**src/vls_pkg.sv**
```systemverilog
// Behaviour
// - one select routes all four fast channels
// - separate select routes side lines
// - four fast channels handled identically
// - slave address fixed high bits plus strap
// - fast source switch drops chosen terminations 100 ms
// - termination off bit drops all inputs
// - per channel boost bit: 6 or 12 dB
// - one bit for all output terminations
// - enable bit tristates all fast outputs
// - current bit: 20 mA default, 10 mA
// - two bit pre-emphasis field for outputs
// - reset restores defaults, starts switching delay
// - settings apply at once, then hold for a per register delay
// - writes in window defer, last one wins
package vls_pkg;

    // ------------------------------------------------------------
    // register indices (byte address is four times the index)
    // ------------------------------------------------------------
    localparam logic [7:0] IDX_FAST   = 8'h00;
    localparam logic [7:0] IDX_SIDE   = 8'h01;
    localparam logic [7:0] IDX_RXSET  = 8'h10;
    localparam logic [7:0] IDX_PULSE  = 8'h11;
    localparam logic [7:0] IDX_BOOST  = 8'h12;
    localparam logic [7:0] IDX_TXSET  = 8'h20;
    localparam logic [7:0] IDX_STATUS = 8'h30;

    // ------------------------------------------------------------
    // reset values
    // ------------------------------------------------------------
    localparam logic [7:0] RST_FAST  = 8'h40;
    localparam logic [7:0] RST_SIDE  = 8'h40;
    localparam logic [7:0] RST_RXSET = 8'h01;
    localparam logic [7:0] RST_PULSE = 8'h00;
    localparam logic [7:0] RST_BOOST = 8'h00;
    localparam logic [7:0] RST_TXSET = 8'h01;

    // writable slots, in order of the arrays below
    localparam int NSLOT      = 6;
    localparam int SLOT_FAST  = 0;
    localparam int SLOT_SIDE  = 1;
    localparam int SLOT_RXSET = 2;
    localparam int SLOT_PULSE = 3;
    localparam int SLOT_BOOST = 4;
    localparam int SLOT_TXSET = 5;
    localparam logic [NSLOT-1:0][7:0] SLOT_IDX =
        {IDX_TXSET, IDX_BOOST, IDX_PULSE, IDX_RXSET, IDX_SIDE, IDX_FAST};
    localparam logic [NSLOT-1:0][7:0] SLOT_RST =
        {RST_TXSET, RST_BOOST, RST_PULSE, RST_RXSET, RST_SIDE, RST_FAST};

    // ------------------------------------------------------------
    // field positions
    // ------------------------------------------------------------
    localparam int BIT_SEL       = 0;
    localparam int BIT_EN        = 6;
    localparam int BIT_TERM_ON   = 0;
    localparam int BIT_OUT_TERM  = 0;
    localparam int BIT_LOW_CUR   = 1;
    localparam int BOOST_LSB     = 2;
    localparam int ST_FAST_SEL   = 0;
    localparam int ST_SIDE_SEL   = 1;
    localparam int ST_PULSE      = 2;
    localparam int ST_PEND       = 3;
    localparam int ST_ADDR_LSB   = 8;

    localparam logic [5:0] SLAVE_ADDR_HI = 6'h24;

    // ------------------------------------------------------------
    // timing
    // ------------------------------------------------------------
    localparam int unsigned CLK_HZ          = 100_000_000;
    localparam int unsigned TERM_PULSE_MS   = 100;
    localparam int unsigned SWITCH_DELAY_US = 1;
    localparam int unsigned SETTING_DELAY_US = 1;
    localparam int unsigned TERM_PULSE_CYC  = TERM_PULSE_MS * (CLK_HZ / 1000);
    localparam int unsigned SWITCH_CYC      = SWITCH_DELAY_US * (CLK_HZ / 1_000_000);
    localparam int unsigned SETTING_CYC     = SETTING_DELAY_US * (CLK_HZ / 1_000_000);
    localparam int DLY_W = 16;

    // applied settings as seen by the analog side
    typedef struct packed {
        logic       fast_source_select;
        logic       fast_output_enable;
        logic       side_source_select;
        logic       side_enable;
        logic [7:0] in_term_en;
        logic [7:0] in_boost_bits;
        logic       out_term_on;
        logic       out_current_level;
        logic [1:0] out_boost_field;
    } vls_settings_s;

endpackage : vls_pkg

```
**src/vls_ctrl.sv**
```systemverilog
// Register access over Wishbone and the register offsets were chosen for this implementation.
`timescale 1ns/1ps
module vls_ctrl #(
    parameter int unsigned PULSE_CYC  = vls_pkg::TERM_PULSE_CYC,
    parameter int unsigned SWITCH_DLY = vls_pkg::SWITCH_CYC,
    parameter int unsigned SET_DLY    = vls_pkg::SETTING_CYC
) (
    input  wire logic                   clk_i,
    input  wire logic                   rst_i,
    input  wire logic                   wb_cyc_i,
    input  wire logic                   wb_stb_i,
    input  wire logic                   wb_we_i,
    input  wire logic [9:0]             wb_adr_i,
    input  wire logic [3:0]             wb_sel_i,
    input  wire logic [31:0]            wb_dat_i,
    output logic [31:0]                 wb_dat_o,
    output logic                        wb_ack_o,
    input  wire logic                   addr_sel_i,
    output logic [6:0]                  slave_addr_o,
    output vls_pkg::vls_settings_s      settings_o
);
    import vls_pkg::*;

    localparam int PW = $clog2(PULSE_CYC + 1);
    localparam logic [PW-1:0]    PULSE_LOAD = PW'(PULSE_CYC);
    localparam logic [DLY_W-1:0] SW_LOAD    = DLY_W'(SWITCH_DLY);
    localparam logic [DLY_W-1:0] SET_LOAD   = DLY_W'(SET_DLY);

    typedef struct packed {
        logic [NSLOT-1:0][7:0]       wr;
        logic [NSLOT-1:0][7:0]       ap;
        logic [NSLOT-1:0][DLY_W-1:0] cnt;
        logic [NSLOT-1:0]            pend;
        logic [PW-1:0]               pulse;
        logic                        ack;
        logic [31:0]                 rdat;
        logic                        sync1;
        logic                        sync2;
        logic [1:0]                  strap_cnt;
        logic                        addr_lsb;
        vls_settings_s               out;
    } vls_state_s;

    vls_state_s state_reg;
    vls_state_s state_next;

    // ------------------------------------------------------------
    // helpers
    // ------------------------------------------------------------
    // source selects share the switching delay, the rest the setting delay
    function automatic logic [DLY_W-1:0] slot_delay(input int slot);
        slot_delay = (slot == SLOT_FAST || slot == SLOT_SIDE) ? SW_LOAD : SET_LOAD;
    endfunction : slot_delay

    function automatic vls_settings_s map_out(input logic [NSLOT-1:0][7:0] ap,
                                              input logic pulse_on);
        vls_settings_s s;
        logic [7:0]    drop;
        drop = pulse_on ? ap[SLOT_PULSE] : 8'h00;
        s.fast_source_select = ap[SLOT_FAST][BIT_SEL];
        s.fast_output_enable = ap[SLOT_FAST][BIT_EN];
        s.side_source_select = ap[SLOT_SIDE][BIT_SEL];
        s.side_enable        = ap[SLOT_SIDE][BIT_EN];
        // clearing the termination bit overrides every pulse bit
        s.in_term_en = ap[SLOT_RXSET][BIT_TERM_ON] ? ~drop : 8'h00;
        s.in_boost_bits      = ap[SLOT_BOOST];
        s.out_term_on        = ap[SLOT_TXSET][BIT_OUT_TERM];
        s.out_current_level  = ap[SLOT_TXSET][BIT_LOW_CUR];
        s.out_boost_field    = ap[SLOT_TXSET][BOOST_LSB +: 2];
        map_out = s;
    endfunction : map_out

    // ------------------------------------------------------------
    // bus decode
    // ------------------------------------------------------------
    logic       req;
    logic       wr_take;
    logic [7:0] idx;
    assign req     = wb_cyc_i & wb_stb_i;
    // a write lands at the edge where ack is high, as the master samples it
    assign wr_take = req & wb_we_i & state_reg.ack & wb_sel_i[0];
    assign idx     = wb_adr_i[9:2];

    // ------------------------------------------------------------
    // next state
    // ------------------------------------------------------------
    always_comb begin
        logic       hit;
        logic [7:0] rd;
        logic       any_pend;
        hit        = 1'b0;
        rd         = 8'h00;
        any_pend   = 1'b0;
        state_next = state_reg;

        // registered ack, one wait cycle, drops after one cycle
        state_next.ack = req & ~state_reg.ack;

        // per slot shadow, delay window and deferred apply
        for (int i = 0; i < NSLOT; i++) begin
            hit = wr_take && (idx == SLOT_IDX[i]);
            if (state_reg.cnt[i] != '0) begin
                state_next.cnt[i] = state_reg.cnt[i] - 1'b1;
            end
            if (hit) begin
                state_next.wr[i] = wb_dat_i[7:0];
                if (state_reg.cnt[i] == '0) begin
                    // idle window: apply at once and open a new window
                    state_next.ap[i]   = wb_dat_i[7:0];
                    state_next.cnt[i]  = slot_delay(i);
                    state_next.pend[i] = 1'b0;
                end else begin
                    // open window is not restarted
                    state_next.pend[i] = 1'b1;
                end
            end
            if (state_reg.cnt[i] == DLY_W'(1) && (state_reg.pend[i] || hit)) begin
                // window ends: the last value written takes effect
                state_next.ap[i]   = hit ? wb_dat_i[7:0] : state_reg.wr[i];
                state_next.pend[i] = 1'b0;
            end
            any_pend = any_pend | state_reg.pend[i];
        end

        // termination pulse timed by an internal down counter
        if (state_next.ap[SLOT_FAST][BIT_SEL] != state_reg.ap[SLOT_FAST][BIT_SEL]) begin
            state_next.pulse = PULSE_LOAD;
        end else if (state_reg.pulse != '0) begin
            state_next.pulse = state_reg.pulse - 1'b1;
        end

        // outputs from flops, built off the next applied state
        state_next.out = map_out(state_next.ap, state_next.pulse != '0);

        // strap synchroniser, captured once after reset release
        state_next.sync1 = addr_sel_i;
        state_next.sync2 = state_reg.sync1;
        if (state_reg.strap_cnt != 2'h3) begin
            state_next.strap_cnt = state_reg.strap_cnt + 2'h1;
        end
        if (state_reg.strap_cnt == 2'h2) begin
            state_next.addr_lsb = state_reg.sync2;
        end

        // read data, sampled when the request is first seen
        for (int i = 0; i < NSLOT; i++) begin
            if (idx == SLOT_IDX[i]) begin
                rd = state_reg.wr[i];
            end
        end
        if (req && !state_reg.ack) begin
            state_next.rdat = {24'h000000, rd};
            if (idx == IDX_STATUS) begin
                state_next.rdat                = 32'h00000000;
                state_next.rdat[ST_FAST_SEL]   = state_reg.ap[SLOT_FAST][BIT_SEL];
                state_next.rdat[ST_SIDE_SEL]   = state_reg.ap[SLOT_SIDE][BIT_SEL];
                state_next.rdat[ST_PULSE]      = state_reg.pulse != '0;
                state_next.rdat[ST_PEND]       = any_pend;
                state_next.rdat[ST_ADDR_LSB +: 7] = {SLAVE_ADDR_HI, state_reg.addr_lsb};
            end
        end
    end

    // ------------------------------------------------------------
    // state register
    // ------------------------------------------------------------
    // reset forces source A and opens the switching window
    always_ff @(posedge clk_i) begin
        if (rst_i) begin
            state_reg                 <= '0;
            state_reg.wr              <= SLOT_RST;
            state_reg.ap              <= SLOT_RST;
            state_reg.cnt[SLOT_FAST]  <= SW_LOAD;
            state_reg.out             <= map_out(SLOT_RST, 1'b0);
        end else begin
            state_reg <= state_next;
        end
    end

    // ------------------------------------------------------------
    // outputs
    // ------------------------------------------------------------
    assign wb_dat_o     = state_reg.rdat;
    assign wb_ack_o     = state_reg.ack;
    assign slave_addr_o = {SLAVE_ADDR_HI, state_reg.addr_lsb};
    assign settings_o   = state_reg.out;

endmodule : vls_ctrl

```
**config.mk**
```make
export PLATFORM = sky130hd
export DESIGN_NAME = vls_ctrl
export DESIGN_NICKNAME = d
export VERILOG_FILES = /design/src/vls_pkg.sv /design/src/vls_ctrl.sv
export SDC_FILE = /design/constraint.sdc
export NUM_CORES = 1
export LEC_CHECK = 0
export ABC_CLOCK_PERIOD_IN_PS = 5700
export BUFFER_PORTS_ARGS = -buffer_cell sky130_fd_sc_hd__buf_2
export CAP_MARGIN = 20
export CORE_AREA = 10 10 147 149
export CTS_CLUSTER_DIAMETER = 200
export DETAILED_ROUTE_END_ITERATION = 7
export DIE_AREA = 0 0 157 159
export PLACE_DENSITY = 0.76
export SLEW_MARGIN = 10
export SYNTH_ARGS = -nofsm -noshare
export SYNTH_HDL_FRONTEND = slang
export SYNTH_SLANG_ARGS = --single-unit
```
**constraint.sdc**
```tcl
create_clock -name clk_i -period 5.7 [get_ports clk_i]
set_clock_uncertainty 0.05 [all_clocks]
set_input_delay 1.14 -clock clk_i [delete_from_list [all_inputs] [get_ports clk_i]]
set_output_delay 1.14 -clock clk_i [all_outputs]
set_load 0.005 [all_outputs]
```
==> summary.md <==
| Metric | Value |
|---|---|
| Quantity of I/O buffers inserted on ports | 59 |
| Worst setup margin | 1.99 ns |
| Initial antenna violation count | 1 |
| Die Width | 157 µm |
| Number of global-route vias before repair | 8,447 |
| Worst-path fanout max | 14 |
| Die height | 159 µm |
| Congestion Overflow GR | 0 |
| CP startpoint kind | input port |
| Residual DRC count | 0 |
| Highest clock rate | 269 MHz |
| RSZ-0062 raised after global routing | no |
| Gpl congestion | 0.843 |
| Die Area | 25,000 µm² |
| Distinct cell type count after synthesis | 75 |
| Yosys top cell by area | dfxtp_1 |
| Main synth FF type | dfxtp_1 |
| Comb pwr share | 0.387 |
| DP Worst Slack | 1.51 ns |
| Final slew viol count | 0 |
| Fillers | 1,629 |
| Synth Instances | 1,284 |
| Insertion delay to the later sink of the worst-skew pair | 0.52 ns |
| Max reg flops | 194 |
| Worst Path Class, Setup | input port to flop |
| Detailed-route wire length per cell | 16.5 µm |
| Max-cap check violation count | 0 |
| Storage cell area | 4460 µm² |
| Total GRT Usage | 0.196 |
| Min-Delay Path Depth | 2 |
| Vias | 8,907 |
| Clk sink count | 223 |
| Post-CTS setup buffers | 0 |
| Post-CTS sizing | 0 |
| Drt first-iter violations | 610 |
| Final hold viol count | 0 |
| First-pass GRT wire length | 41,700 µm |
| P_int | 3950 µW |
| Initial Utilization | 0.575 |
| CP required | 6.07 ns |
| Hold_sp | state_reg[253]$_SDFFE_PP0P_ |
| FP Rows | 50 |
| Terminus of the critical flop-to-flop path | settings_o[17]$_SDFF_PP1_ |
| Period utilization | 0.651 |
| Crit. End Element | flop |
| Leakage power | 0.00454 µW |
| WP data arrival | 4.08 ns |
| Number of synthesis warnings | 0 |
| Post-CTS Hold Buffers | 0 |
| CTS H-tree lvls | 1 |
| Root buffer cell | clkbuf_16 |
| Core Util, Final | 0.622 |
| Period minus WS final | 3.71 ns |
| Area grow syn2layout | 8.24% |
| Register area share after synthesis | 0.418 |
| CTS max path bufs | 3 |
| Remaining antenna violation count | 0 |
| Total core area | 18,600 µm² |
| DRT Wirelength | 25,300 µm |
| Largest net degree at the start of global routing | 69 |
| Clk pwr share | 0.263 |
| FF-to-FF path depth | 9 |
| Mapped cell area | 10,700 µm² |
| Area of the multi-input gates | 5490 µm² |
| Final Cell Area | 11,600 µm² |
| Share of cells above drive strength 1 | 0.102 |
| Share of the synthesized area in the top cell type | 0.418 |
| Worst hold path type | flop to flop |
| Synth area leaders | dfxtp_1, nor2_1, nand2_1, buf_4, xnor2_1 |
| Pwr/cell area | 551 nW/µm² |
| Mean Syn Cell Area | 8.32 µm² |
| Slew margin rel. | 0.283 |
| Sequential Power Share | 0.350 |
| Net Sw Power | 2410 µW |
| Setup TNS | 0 ns |
| Hold WS | 0.406 ns |
| Nets | 1,351 |
| Total CTS buffers | 25 |
| Peak supply drop | 0.212 mV |
| Post-synth EDFFs | 0 |
| R2R setup slack | 2.48 ns |
| Hold path endpoint | state_reg[253]$_SDFFE_PP0P_ |
| #FFs+latches synth | 223 |
| I/O pin count | 116 |
| Vias per Instance | 5.82 |
| 1st-pass router iterations | 7 |
| R2r startpoint | state_reg[62]$_SDFF_PP0_ |
| Status | complete, no violations |
| Share of flip-flops with an asynchronous set or reset | 0 |
| Setup Viol. Count Final | 0 |
| CTS tree | done |
| Detailed placement HPWL | 17,200 µm |
| Worst-margin pin slew | 1.07 ns |
| Sw Share | 0.379 |
| Worst-path clk slew | 0.06 ns |
| Placed Area | 10,700 µm² |
## metrics by stage
stage | std cells | total power, µW
2_1_floorplan | 1309 | 4260
3_3_place_gp | 1483 | 4590
3_5_place_dp | 1483 | 4680
4_1_cts | 1528 | 6380
5_1_grt | 1530 | 6870
6_report | 1530 | 6370
## critical path: stages
cell     delay, ns
buf_2         0.12
or4b_1        0.71
nor4_4        0.62
and2_0        0.67
o21ai_0       0.20
a21oi_2       0.36
nor2_1        0.09
nor4_1        0.16
## cell families after synthesis
logic type      synth area share
other cells             0.000703
fa+ha+maj                 0.0269
xor+xnor                  0.0680
mux                       0.0171
simple gates               0.252
buf+inv                   0.0793
compound gates             0.138
flops                      0.418
## layout make-up
type                            count  share of cell area
Tap cell                          234              0.0253
Clock inverter                     13              0.0154
Sequential cell                   223               0.386
Inverter                           30             0.00974
Clock buffer                       32              0.0590
Timing Repair Buffer               65              0.0296
Multi-Input combinational cell    931               0.475
Antenna cell                        2            0.000433
## routing by layer
layer | wire (µm) | track usage | part of all wire
met1 | 11000 | 0.252 | 0.44
met2 | 11900 | 0.323 | 0.47
met3 | 1770 | 0.0343 | 0.070
met4 | 640 | 0.0652 | 0.025
met5 | 0 | 0 | 0
## power by group through the flow
stage | Clock [µW] | Sequential, µW | Combinational, µW
after floorplan | 0 | 2150 | 2120
after global placement | 0 | 2230 | 2360
after detailed placement | 0 | 2240 | 2440
after CTS | 1700 | 2220 | 2470
after global routing | 1760 | 2270 | 2830
final | 1680 | 2230 | 2470
## worst max-delay path by stage
stage                      from                          end  slack (ns)  depth (start not counted)
detailed placement  wb_adr_i[7]  settings_o[10]$_SDFFE_PP0P_        1.51                          8
floorplan           wb_adr_i[6]     state_reg[62]$_SDFF_PP0_        2.26                          9
finish              wb_adr_i[7]   settings_o[4]$_SDFFE_PP0P_        1.99                          8
global route        wb_adr_i[7]   settings_o[4]$_SDFFE_PP0P_        1.62                          8
CTS                 wb_adr_i[7]   settings_o[8]$_SDFFE_PP0P_        2.04                          8
global placement    wb_adr_i[7]   settings_o[8]$_SDFFE_PP0P_        1.53                          8
## Yosys cell counts (all sizes together), types with 16 or more instances
cell type and number:
clkbuf 47, nor2 198, mux2i 16, dfxtp 223
nand3 21, buf 78, nor4 39, or4 18
o21ai 38, inv 30, xor2 31, ha 23
xnor2 52, nor3 46, nand2 134, a222oi 17
a21oi 90
## layout by cell type, fill, tap and decap left out, types with 14 or more instances in the layout
master	n
a211oi_1	15
a21oi_1	89
a222oi_1	17
buf_2	58
clkbuf_16	25
conb_1	27
dfxtp_1	223
ha_1	23
inv_1	30
mux2i_1	16
nand2_1	134
nand3_1	20
nor2_1	198
nor3_1	46
nor4_1	33
o21ai_0	27
or3_1	14
or4_1	17
xnor2_1	52
xor2_1	31
(Power assumes the default switching activity.)
